===== config.mk =====
export PLATFORM = sky130hd
export DESIGN_NAME = duart_status_irq_port_regs
export DESIGN_NICKNAME = d
export VERILOG_FILES = /design/src/duart_status_irq_port_pkg.sv /design/src/duart_status_irq_port_regs.sv
export VERILOG_INCLUDE_DIRS = /design/src
export SDC_FILE = /design/constraint.sdc
export NUM_CORES = 1
export LEC_CHECK = 0
export BUFFER_PORTS_ARGS = -buffer_cell sky130_fd_sc_hd__clkbuf_2
export CELL_PAD_IN_SITES_DETAIL_PLACEMENT = 0
export CELL_PAD_IN_SITES_GLOBAL_PLACEMENT = 1
export CORE_ASPECT_RATIO = 0.6
export CORE_MARGIN = 5
export CORE_UTILIZATION = 52
export CTS_BUF_LIST = sky130_fd_sc_hd__clkbuf_4 sky130_fd_sc_hd__clkbuf_8
export CTS_CLUSTER_DIAMETER = 40
export DETAILED_ROUTE_END_ITERATION = 8
export GPL_TIMING_DRIVEN = 0
export PLACE_DENSITY = 0.88
export SYNTH_ARGS = -nofsm -noshare
export SYNTH_HDL_FRONTEND = slang
export SYNTH_SLANG_ARGS = --single-unit

===== constraint.sdc =====
create_clock -name ref_clk -period 4.5 [get_ports ref_clk]
set_clock_uncertainty 0.05 [all_clocks]
set_input_delay 0.225 -clock ref_clk [delete_from_list [all_inputs] [get_ports ref_clk]]
set_output_delay 0.225 -clock ref_clk [all_outputs]
set_load 0.03 [all_outputs]

===== src/duart_status_irq_port_regs.svh =====
`ifndef DUART_STATUS_IRQ_PORT_REGS_SVH
`define DUART_STATUS_IRQ_PORT_REGS_SVH

// register offsets on the 4-bit port
`define OFF_STATUS_A     4'h1
`define OFF_COMMAND_A    4'h2
`define OFF_HOLD_A       4'h3
`define OFF_CAPTURE_AUX  4'h4
`define OFF_IRQ_STAT     4'h5
`define OFF_PRESET_HIGH  4'h6
`define OFF_PRESET_LOW   4'h7
`define OFF_STATUS_B     4'h9
`define OFF_COMMAND_B    4'hA
`define OFF_HOLD_B       4'hB
`define OFF_IRQ_CLEAR    4'hC
`define OFF_PINS_FUNC    4'hD
`define OFF_LATCH_SET    4'hE
`define OFF_LATCH_CLR    4'hF

// command code in the upper nibble for error reset
`define CMD_ERROR_RESET  4'h4

// receive fifo depth and pointer width
`define RX_DEPTH         3'h4
`define RX_PTR_W         2

// auxiliary control fields
`define AUX_BRG_SET_BIT  7

// interrupt status bit positions
`define IRQ_INPUT_CHANGE 7
`define IRQ_BREAK_B      6
`define IRQ_RX_B         5
`define IRQ_TX_B         4
`define IRQ_COUNTER      3
`define IRQ_BREAK_A      2
`define IRQ_RX_A         1
`define IRQ_TX_A         0

// reset values of the control bytes
`define RESET_BYTE       8'h00

`endif


===== src/duart_status_irq_port_pkg.sv =====
package duart_status_irq_port_pkg;
    // one register byte
    typedef logic [7:0] byte_t;
    // carried error flags: break, framing, parity
    typedef logic [2:0] err_t;
    // pin 3 function select codes
    typedef enum logic [1:0] {
        PIN3_LATCH   = 2'b00,
        PIN3_COUNTER = 2'b01,
        PIN3_TXCLK_B = 2'b10,
        PIN3_RXCLK_B = 2'b11
    } pin3_sel_e;
    // pin 2 function select codes
    typedef enum logic [1:0] {
        PIN2_LATCH     = 2'b00,
        PIN2_TXCLK16_A = 2'b01,
        PIN2_TXCLK_A   = 2'b10,
        PIN2_RXCLK_A   = 2'b11
    } pin2_sel_e;
endpackage


===== src/duart_status_irq_port_regs.sv =====
// The placing of the registers and the strobed register port were chosen for this implementation.
`timescale 1ns/1ns
`include "duart_status_irq_port_regs.svh"

module duart_status_irq_port_regs
    import duart_status_irq_port_pkg::*;
(
    input  wire logic        ref_clk,
    input  wire logic        resetn,
    input  wire logic [3:0]  reg_addr,
    input  wire logic [7:0]  reg_wdata,
    input  wire logic        reg_wr,
    input  wire logic        reg_rd,
    output logic      [7:0]  reg_rdata,
    input  wire logic        rx_push_a,
    input  wire logic [7:0]  rx_char_a,
    input  wire logic [2:0]  rx_err_a,
    input  wire logic        rx_push_b,
    input  wire logic [7:0]  rx_char_b,
    input  wire logic [2:0]  rx_err_b,
    input  wire logic        rx_reset_a,
    input  wire logic        rx_reset_b,
    input  wire logic        error_mode_a,
    input  wire logic        error_mode_b,
    input  wire logic        rx_int_select_a,
    input  wire logic        rx_int_select_b,
    input  wire logic        overrun_a,
    input  wire logic        overrun_b,
    input  wire logic        transmitter_empty_a,
    input  wire logic        transmitter_empty_b,
    input  wire logic        chan_a_transmit_ready,
    input  wire logic        chan_b_transmit_ready,
    input  wire logic        break_change_a,
    input  wire logic        break_change_b,
    input  wire logic        counter_ready,
    input  wire logic        counter_output,
    input  wire logic        chan_a_transmit_clock,
    input  wire logic        chan_a_transmit_clock16,
    input  wire logic        chan_a_receive_clock,
    input  wire logic        chan_b_transmit_clock,
    input  wire logic        chan_b_receive_clock,
    input  wire logic [3:0]  input_pins,
    output logic      [7:0]  output_pins,
    output logic             brg_set_select,
    output logic      [2:0]  counter_mode,
    output logic      [15:0] counter_preset,
    output logic             irq
);

    // per-channel views of the receive side
    logic [1:0]       push;                 // character arrives
    logic [7:0]       push_char [2];        // arriving character
    err_t             push_err  [2];        // arriving flags
    logic [1:0]       pop;                  // host reads holding register
    logic [1:0]       err_reset;            // error reset command or receiver reset
    logic [1:0]       block_mode;           // accumulate errors
    logic [1:0]       rx_ready;             // fifo not empty
    logic [1:0]       rx_full;              // fifo full
    logic [1:0]       rx_int_src;           // selected receive interrupt source
    logic [7:0]       head_char [2];        // character at fifo head
    err_t             head_err  [2];        // flags at fifo head
    byte_t            line_status [2];      // assembled status byte

    // control and capture registers
    byte_t            latch_r;              // output latch
    byte_t            func_sel_r;           // output function select
    byte_t            aux_r;                // auxiliary control
    byte_t            mask_r;               // interrupt mask
    byte_t            preset_high_r;        // counter preset upper byte
    byte_t            preset_low_r;         // counter preset lower byte
    logic [3:0]       ip_meta_r;            // first synchroniser stage
    logic [3:0]       ip_sync_r;            // second synchroniser stage
    logic [3:0]       ip_prev_r;            // level one cycle ago
    logic [3:0]       ip_delta_r;           // sticky change bits
    logic             ip_change_r;          // sticky input change event
    logic             brk_a_r;              // sticky break change A
    logic             brk_b_r;              // sticky break change B
    logic             ctr_r;                // sticky counter ready
    byte_t            irq_status;           // assembled interrupt byte
    byte_t            rdata_r;              // read data register

    // decoded strobes
    wire              wr_aux      = reg_wr && (reg_addr == `OFF_CAPTURE_AUX);
    wire              wr_mask     = reg_wr && (reg_addr == `OFF_IRQ_STAT);
    wire              wr_high     = reg_wr && (reg_addr == `OFF_PRESET_HIGH);
    wire              wr_low      = reg_wr && (reg_addr == `OFF_PRESET_LOW);
    wire              wr_func     = reg_wr && (reg_addr == `OFF_PINS_FUNC);
    wire              wr_set      = reg_wr && (reg_addr == `OFF_LATCH_SET);
    wire              wr_clr      = reg_wr && (reg_addr == `OFF_LATCH_CLR);
    wire              wr_irq_clr  = reg_wr && (reg_addr == `OFF_IRQ_CLEAR);
    wire              rd_capture  = reg_rd && (reg_addr == `OFF_CAPTURE_AUX);
    wire              err_cmd     = reg_wr && (reg_wdata[7:4] == `CMD_ERROR_RESET);
    wire              err_cmd_a   = err_cmd && (reg_addr == `OFF_COMMAND_A);
    wire              err_cmd_b   = err_cmd && (reg_addr == `OFF_COMMAND_B);
    wire [3:0]        ip_edge     = ip_sync_r ^ ip_prev_r;
    wire              ip_event    = |(ip_edge & aux_r[3:0]);

    // gather channel signals into arrays
    assign push[0]      = rx_push_a;
    assign push[1]      = rx_push_b;
    assign push_char[0] = rx_char_a;
    assign push_char[1] = rx_char_b;
    assign push_err[0]  = rx_err_a;
    assign push_err[1]  = rx_err_b;
    assign pop[0]       = reg_rd && (reg_addr == `OFF_HOLD_A) && rx_ready[0];
    assign pop[1]       = reg_rd && (reg_addr == `OFF_HOLD_B) && rx_ready[1];
    assign err_reset[0] = err_cmd_a || rx_reset_a;
    assign err_reset[1] = err_cmd_b || rx_reset_b;
    assign block_mode   = {error_mode_b, error_mode_a};

    // receive fifo with carried error flags, one per channel
    genvar ch;
    generate
        for (ch = 0; ch < 2; ch++) begin : g_chan
            logic [7:0]            char_mem_r [4];  // stored characters
            err_t                  err_mem_r  [4];  // flags stored beside them
            logic [`RX_PTR_W-1:0]  rd_ptr_r;        // head index
            logic [`RX_PTR_W-1:0]  wr_ptr_r;        // tail index
            logic [2:0]            count_r;         // entries held
            err_t                  accum_r;         // block mode accumulation
            wire                   do_push = push[ch] && !rx_full[ch];
            wire [2:0]             count_nxt = count_r
                                             + {2'b00, do_push}
                                             - {2'b00, pop[ch]};

            assign rx_ready[ch]  = (count_r != 3'h0);
            assign rx_full[ch]   = (count_r == `RX_DEPTH);
            assign head_char[ch] = char_mem_r[rd_ptr_r];
            assign head_err[ch]  = rx_ready[ch] ? err_mem_r[rd_ptr_r] : 3'h0;

            // pointer and count bookkeeping
            always_ff @(posedge ref_clk) begin
                if (!resetn || (ch == 0 ? rx_reset_a : rx_reset_b)) begin
                    rd_ptr_r <= '0;
                    wr_ptr_r <= '0;
                    count_r  <= 3'h0;
                end else begin
                    if (do_push) begin
                        wr_ptr_r <= wr_ptr_r + 2'h1;
                    end
                    if (pop[ch]) begin
                        rd_ptr_r <= rd_ptr_r + 2'h1;
                    end
                    count_r <= count_nxt;
                end
            end

            // storage: flags written together with the character
            for (genvar e = 0; e < 4; e++) begin : g_entry
                always_ff @(posedge ref_clk) begin
                    if (!resetn) begin
                        char_mem_r[e] <= 8'h00;
                        err_mem_r[e]  <= 3'h0;
                    end else if (do_push && (wr_ptr_r == 2'(e))) begin
                        char_mem_r[e] <= push_char[ch];
                        err_mem_r[e]  <= push_err[ch];
                    end else if (err_reset[ch]) begin
                        err_mem_r[e]  <= 3'h0;
                    end
                end
            end

            // block mode keeps flags of characters already popped
            always_ff @(posedge ref_clk) begin
                if (!resetn || err_reset[ch]) begin
                    accum_r <= 3'h0;
                end else if (pop[ch] && block_mode[ch]) begin
                    accum_r <= accum_r | head_err[ch];
                end
            end

            // status byte: head flags over live bits
            assign line_status[ch] = {
                head_err[ch] | (block_mode[ch] ? accum_r : 3'h0),
                (ch == 0) ? overrun_a : overrun_b,
                (ch == 0) ? transmitter_empty_a : transmitter_empty_b,
                (ch == 0) ? chan_a_transmit_ready : chan_b_transmit_ready,
                rx_full[ch],
                rx_ready[ch]
            };

            // receive interrupt source selection
            assign rx_int_src[ch] = (ch == 0 ? rx_int_select_a : rx_int_select_b)
                                  ? rx_full[ch] : rx_ready[ch];
        end
    endgenerate

    // write-only control bytes
    always_ff @(posedge ref_clk) begin
        if (!resetn) begin
            func_sel_r    <= `RESET_BYTE;
            aux_r         <= `RESET_BYTE;
            mask_r        <= `RESET_BYTE;
            preset_high_r <= `RESET_BYTE;
            preset_low_r  <= `RESET_BYTE;
        end else begin
            if (wr_func) func_sel_r    <= reg_wdata;
            if (wr_aux)  aux_r         <= reg_wdata;
            if (wr_mask) mask_r        <= reg_wdata;
            if (wr_high) preset_high_r <= reg_wdata;
            if (wr_low)  preset_low_r  <= reg_wdata;
        end
    end

    // output latch: individual set and reset
    always_ff @(posedge ref_clk) begin
        if (!resetn) begin
            latch_r <= `RESET_BYTE;
        end else if (wr_set) begin
            latch_r <= latch_r | reg_wdata;
        end else if (wr_clr) begin
            latch_r <= latch_r & ~reg_wdata;
        end
    end

    // input pin synchroniser and previous level
    always_ff @(posedge ref_clk) begin
        if (!resetn) begin
            ip_meta_r <= 4'h0;
            ip_sync_r <= 4'h0;
            ip_prev_r <= 4'h0;
        end else begin
            ip_meta_r <= input_pins;
            ip_sync_r <= ip_meta_r;
            ip_prev_r <= ip_sync_r;
        end
    end

    // change capture: cleared by reading it, a new change wins
    always_ff @(posedge ref_clk) begin
        if (!resetn) begin
            ip_delta_r <= 4'h0;
        end else begin
            ip_delta_r <= (rd_capture ? 4'h0 : ip_delta_r) | ip_edge;
        end
    end

    // sticky interrupt events, set beats clear
    always_ff @(posedge ref_clk) begin
        if (!resetn) begin
            ip_change_r <= 1'b0;
            brk_a_r     <= 1'b0;
            brk_b_r     <= 1'b0;
            ctr_r       <= 1'b0;
        end else begin
            ip_change_r <= ip_event | (ip_change_r & ~rd_capture
                         & ~(wr_irq_clr & reg_wdata[`IRQ_INPUT_CHANGE]));
            brk_b_r     <= break_change_b
                         | (brk_b_r & ~(wr_irq_clr & reg_wdata[`IRQ_BREAK_B]));
            ctr_r       <= counter_ready
                         | (ctr_r & ~(wr_irq_clr & reg_wdata[`IRQ_COUNTER]));
            brk_a_r     <= break_change_a
                         | (brk_a_r & ~(wr_irq_clr & reg_wdata[`IRQ_BREAK_A]));
        end
    end

    // interrupt byte in documented bit order
    assign irq_status = {ip_change_r, brk_b_r, rx_int_src[1], chan_b_transmit_ready,
                         ctr_r, brk_a_r, rx_int_src[0], chan_a_transmit_ready};
    assign irq        = |(irq_status & mask_r);

    // read mux
    wire [7:0] rd_mux =
        (reg_addr == `OFF_STATUS_A)    ? line_status[0] :
        (reg_addr == `OFF_STATUS_B)    ? line_status[1] :
        (reg_addr == `OFF_HOLD_A)      ? head_char[0] :
        (reg_addr == `OFF_HOLD_B)      ? head_char[1] :
        (reg_addr == `OFF_CAPTURE_AUX) ? {ip_delta_r, ip_sync_r} :
        (reg_addr == `OFF_IRQ_STAT)    ? irq_status :
        (reg_addr == `OFF_PINS_FUNC)   ? {4'h0, ip_sync_r} :
                                         8'h00;

    // read data stand one cycle after the strobe
    always_ff @(posedge ref_clk) begin
        if (!resetn) begin
            rdata_r <= 8'h00;
        end else begin
            rdata_r <= reg_rd ? rd_mux : 8'h00;
        end
    end
    assign reg_rdata = rdata_r;

    // output pin functions; latch-driven pins are inverted
    wire pin3_src = (func_sel_r[3:2] == PIN3_COUNTER) ? counter_output :
                    (func_sel_r[3:2] == PIN3_TXCLK_B) ? chan_b_transmit_clock :
                                                        chan_b_receive_clock;
    wire pin2_src = (func_sel_r[1:0] == PIN2_TXCLK16_A) ? chan_a_transmit_clock16 :
                    (func_sel_r[1:0] == PIN2_TXCLK_A)   ? chan_a_transmit_clock :
                                                          chan_a_receive_clock;
    assign output_pins[7] = func_sel_r[7] ? chan_b_transmit_ready : ~latch_r[7];
    assign output_pins[6] = func_sel_r[6] ? chan_a_transmit_ready : ~latch_r[6];
    assign output_pins[5] = func_sel_r[5] ? rx_int_src[1] : ~latch_r[5];
    assign output_pins[4] = func_sel_r[4] ? rx_int_src[0] : ~latch_r[4];
    assign output_pins[3] = (func_sel_r[3:2] == PIN3_LATCH) ? ~latch_r[3] : pin3_src;
    assign output_pins[2] = (func_sel_r[1:0] == PIN2_LATCH) ? ~latch_r[2] : pin2_src;
    assign output_pins[1:0] = ~latch_r[1:0];

    // auxiliary and preset outputs
    assign brg_set_select = aux_r[`AUX_BRG_SET_BIT];
    assign counter_mode   = aux_r[6:4];
    assign counter_preset = {preset_high_r, preset_low_r};

endmodule


=== After elaboration in Yosys (flattened, before gate mapping) ===
Memory sizes are Yosys's and may differ from the RTL's. A register that Yosys moved wholly into a read port is not among the register bits.
Cells that the tools add are included.
Widths: inputs -> output; s select.

* Bitwise gates (word level): 60
* Order comparisons: 0
* Equal/unequal tests: 27
* Mux-type cells: 109
* $add $sub $neg: 8
* Div/mod/pow operators: 0
* Shifts and indexed selects: 0
* Reductions and logical operators: 47
* Multipliers: 0

{| class="wikitable"
|+ Operator list
! kind !! count
|-
| $mux 8 || 16
|-
| $mux 1 || 63
|-
| $mux 3 || 20
|-
| $eq 4x4->1 const B || 7
|-
| $logic_and 1x1->1 || 28
|-
| $or 1x1->1 || 28
|-
| $eq 4x3->1 const B || 5
|-
| $and 8x8->8 || 2
|-
| $mux 2 || 8
|-
| $eq 2x2->1 const B || 6
|-
| $or 3x3->3 || 4
|-
| $not 1->1 || 11
|-
| $and 1x1->1 || 9
|-
| $add 2x1->2 const B || 4
|-
| $eq 2x1->1 const B || 4
|-
| $eq 4x2->1 const B || 2
|-
| $logic_not 2->1 || 4
|-
| $mux 4 || 2
|-
| $not 8->8 || 1
|-
| $or 8x8->8 || 1
|-
| $reduce_or 8->1 || 1
|-
| $add 3x1->3 || 2
|-
| $eq 3x3->1 const B || 2
|-
| $logic_or 1x1->1 || 6
|-
| other kinds (11) || 15
|}

* Memories kept: 4
* Bits in latches: 0
* Logic and storage cells: 278
* Memory bits (writable): 88
* Bits in registers: 96
* Output and inout bits: 37
* Bits in read-only memories: 0
* Input bits: 65

{| class="wikitable"
|+ Memory list
! memory !! words !! width !! read ports !! clocked after memory_dff !! write ports !! RTL line !! RTL
|-
| g_chan[0].char_mem_r || 4 || 8 || 1 || 1 || 4 || duart_status_irq_port_regs.sv:115 || <nowiki>logic [7:0] char_mem_r [4];</nowiki>
|-
| g_chan[1].char_mem_r || 4 || 8 || 1 || 1 || 4 || duart_status_irq_port_regs.sv:115 ||
|-
| g_chan[0].err_mem_r || 4 || 3 || 1 || 1 || 4 || duart_status_irq_port_regs.sv:116 || <nowiki>err_t err_mem_r [4];</nowiki>
|-
| g_chan[1].err_mem_r || 4 || 3 || 1 || 1 || 4 || duart_status_irq_port_regs.sv:116 ||
|}

=== Depth between registers and ports, before layout ===
* Word-level depth: 9
* Mapped depth: 11
* Mapped depth without buffers: 9

=== Worst setup path before layout ===
OpenSTA, ideal clock, no wires.

* Kind: reg2reg
* Start: register g_chan[0].count_r[1]
* End: register g_chan[0].count_r[2]
* Path buffers: 2
* Setup time: 0.128 ns
* Period minus slack after synthesis: 2.313 ns
* Data arrival time: 2.135 ns
* Required time: 4.322 ns
* Stages on the path, launching flop included: 12
* Path slack: 2.187 ns
* Cells stage by stage: dfxtp_1 -> or3_1 -> clkbuf_2 -> and3_1 -> buf_2 -> xor2_1 -> ha_1 -> inv_1 -> fa_1 -> xor2_1 -> xnor2_1 -> nor2_1

* Cells in the longest elaborated chain, start to end: 5
* Elaborated cells between the ends (all ways): 7
* Classes of those cells: add/sub: 2; eq/ne: 1; reduce/logical: 4

{| class="wikitable"
|+ RTL lines
! element !! RTL line !! RTL
|-
| start, declared || duart_status_irq_port_regs.sv:119 || <nowiki>logic [2:0] count_r;</nowiki>
|-
| start signal, assigned || duart_status_irq_port_regs.sv:144 || <nowiki>count_r <= count_nxt;</nowiki>
|-
| $eq 3x3->1 (no source line) || -- ||
|-
| $logic_not 1->1 || duart_status_irq_port_regs.sv:121 || <nowiki>wire do_push = push[ch] && !rx_full[ch];</nowiki>
|-
| $logic_and 1x1->1 || duart_status_irq_port_regs.sv:121 ||
|-
| $add 3x1->3 || duart_status_irq_port_regs.sv:123 || <nowiki>+ {2'b00, do_push}</nowiki>
|-
| $sub 3x1->3 (*) || duart_status_irq_port_regs.sv:124 || <nowiki>- {2'b00, pop[ch]};</nowiki>
|}

Every way passes the cells marked *; elsewhere a longest branch is shown, timed or not.
A chain may end at the register's enable or synchronous reset.

=== Worst setup path in the final report ===
Same ends and word-level chain as after synthesis.

==> summary.md <==
| Metric | Value |
|---|---|
| Sequential share of the synthesized area | `54.9%` |
| Proportion of layout cells with a drive suffix above 1 | `21.6%` |
| Num rows | `36` |
| Post-Syn Area | `8450 sq um` |
| First-pass GRT wire length | `33500 microns` |
| Synthesized Nets | `809` |
| Gpl congestion | `0.884` |
| Worst skew pair latency | `470 ps` |
| Input/output buffers | `94` |
| Die W | `175 microns` |
| Failing checks | `DRC` |
| Final nets | `934` |
| Int Pwr | `2.63 mW` |
| Comb power frac | `8.6%` |
| Drt first-iter violations | `568` |
| WL per Instance | `19.7 microns` |
| Yosys reg bits | `188` |
| Synth warn | `0` |
| Ys flop type | `dfxtp_1` |
| Clk root buf | `clkbuf_8` |
| Core ar. | `16100 sq um` |
| Vias | `6116` |
| Switching part of the total | `23.9%` |
| Global Route Usage Sum | `22.9%` |
| Lkg Pwr | `3.78 nW` |
| I/O pin total | `102` |
| Fin crit share | `56.8%` |
| Final Slew Violations | `0` |
| Setup Buffers After CTS | `0` |
| Final wirelength | `21300 microns` |
| Critical path arrival | `2860 ps` |
| WP data required | `4800 ps` |
| Hold crit path type | `in2reg` |
| Fin util | `60.7%` |
| Clock Path Buffers | `2` |
| Commonest non-fill, non-tap cell in the layout | `and2_1` |
| TritonCTS clock tree | `done` |
| Worst-path clk slew | `100 ps` |
| Clock Sinks | `188` |
| Final-report hold violation count | `0` |
| Max_cap viols | `0` |
| FILL cells | `1270` |
| Vias per cell | `5.67` |
| CP endpoint kind | `flop` |
| FMAX | `391 MHz` |
| H-tree depth | `4` |
| Worst VDD drop | `0.157 mV` |
| Initial antenna violation count | `0` |
| Mapped Avg Cell Area | `11.5 sq um` |
| CP Class | `reg2reg` |
| Drt pass-1 iters | `9` |
| Vias in the first global route | `6204` |
| Area Growth Syn to Fin | `15.5%` |
| RSZ-0062 raised after global routing | `false` |
| Status | `complete, but fails checks` |
| Post-DRT Antenna Nets | `0` |
| Antenna diodes | `0` |
| Post-synth EDFFs | `88` |
| Initial core utilization | `52.6%` |
| Detail Placement HPWL | `15800 microns` |
| Mapped Cells | `732` |
| Max transition margin | `56.3%` |
| Post-Route Setup TNS | `0 ps` |
| Final min period | `2560 ps` |
| Asr flop ratio synth | `0%` |
| Leading cell types in the layout, fill and taps excluded | `and2_1, dfxtp_1, clkbuf_2` |
| Gr ovfl total | `0` |
| Startpoint Class | `flop` |
| Sequential Power Share | `54.3%` |
| Largest net degree at the start of global routing | `17` |
| Die area | `19000 sq um` |
| NetSw | `0.824 mW` |
| Number of buffers created by CTS | `17` |
| Final setup fails | `0` |
| Yosys cell types | `63` |
| Drt drc | `1` |
| Pwr Density | `354 nW/um^2` |
| Die height | `109 microns` |
| Crit path max fanout | `7` |
| Worst-Margin Slew | `656 ps` |
| Clock network fraction of total power | `37.1%` |
==> path summary, 6_finish.rpt <==
check | from | endpoint | slack (ps) | depth (start not counted)
max reg2reg | g_chan[0].count_r[1] | g_chan[0].count_r[2] | 1940 | 11
min reg2reg | ip_meta_r[2] | ip_sync_r[2] | 390 | 1
max | g_chan[0].count_r[1] | g_chan[0].count_r[2] | 1940 | 11
min | rx_char_b[3] | g_chan[1].char_mem_r[0][3] | 9 | 2
==> routing by layer <==
metal	global-route usage (%)	share of wire, %
met4	6.67	1.5
met3	5.16	8.1
met1	32.5	45
met2	35.9	45
met5	0	0
==> sequential cells by signal (all words and copies together) (netlist names), 4 cells and up, named ones only <==
name / flops
ip_delta_r: 4
ip_meta_r: 4
mask_r: 8
g_chan.wr_ptr_r: 4
g_chan.char_mem_r: 64
g_chan.count_r: 6
reg_rdata: 8
ip_prev_r: 4
ip_sync_r: 4
aux_r: 8
g_chan.err_mem_r: 24
preset_high_r: 8
g_chan.rd_ptr_r: 4
func_sel_r: 8
g_chan.accum_r: 6
preset_low_r: 8
==> area by class of cell <==
cell class,instances,area [sq um],share of cell area (%)
clock inverter,14,215,2.20
inverter,15,56.3,0.577
multi-input combinational,480,3500,35.8
timing repair buffer,106,591,6.05
clock buffer,18,241,2.47
buffer,49,254,2.60
sequential,188,4640,47.6
tap,209,262,2.68
==> power groups by stage <==
stage	clock network [mW]	logic, mW	registers (mW)
detailed placement	0	0.283	1.91
global route	1.36	0.320	1.88
CTS	1.29	0.292	1.88
global placement	0	0.276	1.91
floorplan	0	0.170	1.91
finish	1.28	0.296	1.87
==> critical path, stage by stage (launching register included) <==
cell	delay [ps]
dfxtp_1	370
or3_1	370
clkbuf_2	190
and3_1	190
buf_2	180
xor2_1	160
ha_1	160
inv_1	50
fa_1	370
xor2_1	170
xnor2_1	130
nor2_1	50
==> per-stage QoR <==
step	hold slack (ps)	cell area (sq um)	power, mW	cells	worst slack [ps]
3_3_place_gp	376	9190	2.18	1035	2040
3_5_place_dp	381	9190	2.20	1035	2010
2_1_floorplan	285	8450	2.08	732	2190
4_1_cts	0.254	9750	3.46	1078	1980
5_1_grt	5.33	9760	3.57	1079	1780
6_report	9.36	9760	3.45	1079	1940
==> cell usage after synthesis (all sizes together) (3+ instances only) <==
| cell type | count | area, sq um |
|---|---|---|
| a21o | 3 | 22.5 |
| a21oi | 30 | 150 |
| a221oi | 4 | 41.3 |
| a22oi | 8 | 60.1 |
| a311oi | 10 | 87.6 |
| a31oi | 12 | 75.1 |
| and2 | 101 | 632 |
| and3 | 12 | 75.1 |
| buf | 23 | 155 |
| clkbuf | 26 | 98.8 |
| dfxtp | 100 | 2000 |
| edfxtp | 88 | 2640 |
| ha | 10 | 125 |
| inv | 15 | 56.3 |
| mux2i | 37 | 370 |
| mux4 | 24 | 541 |
| nand2 | 52 | 205 |
| nand2b | 4 | 25.0 |
| nand3 | 18 | 90.1 |
| nand3b | 3 | 22.5 |
| nor2 | 77 | 299 |
| nor2b | 8 | 50.1 |
| nor3 | 7 | 73.8 |
| nor3b | 5 | 53.8 |
| o21ai | 9 | 45.0 |
| o22ai | 3 | 18.8 |
| o2bb2ai | 3 | 26.3 |
| xnor2 | 6 | 52.6 |
| xor2 | 10 | 87.6 |
==> cells by family after synthesis <==
kind of cell,share of synthesized area [%]
and+or+nand+nor,19.4
AOI/OAI and AO/OA,7.36
xor gates and xnor gates,1.66
muxes,11.0
DFF,54.9
buffers and inverters,3.67
adders and majority gates,1.95
==> timing repair <==
action,4_1_cts,5_1_grt
hold buffers,11,1
gates resized for setup,0,0
setup endpoints to repair,0,0
hold endpoints to repair,16,1
Note: power is estimated with default switching activity, not from simulation.
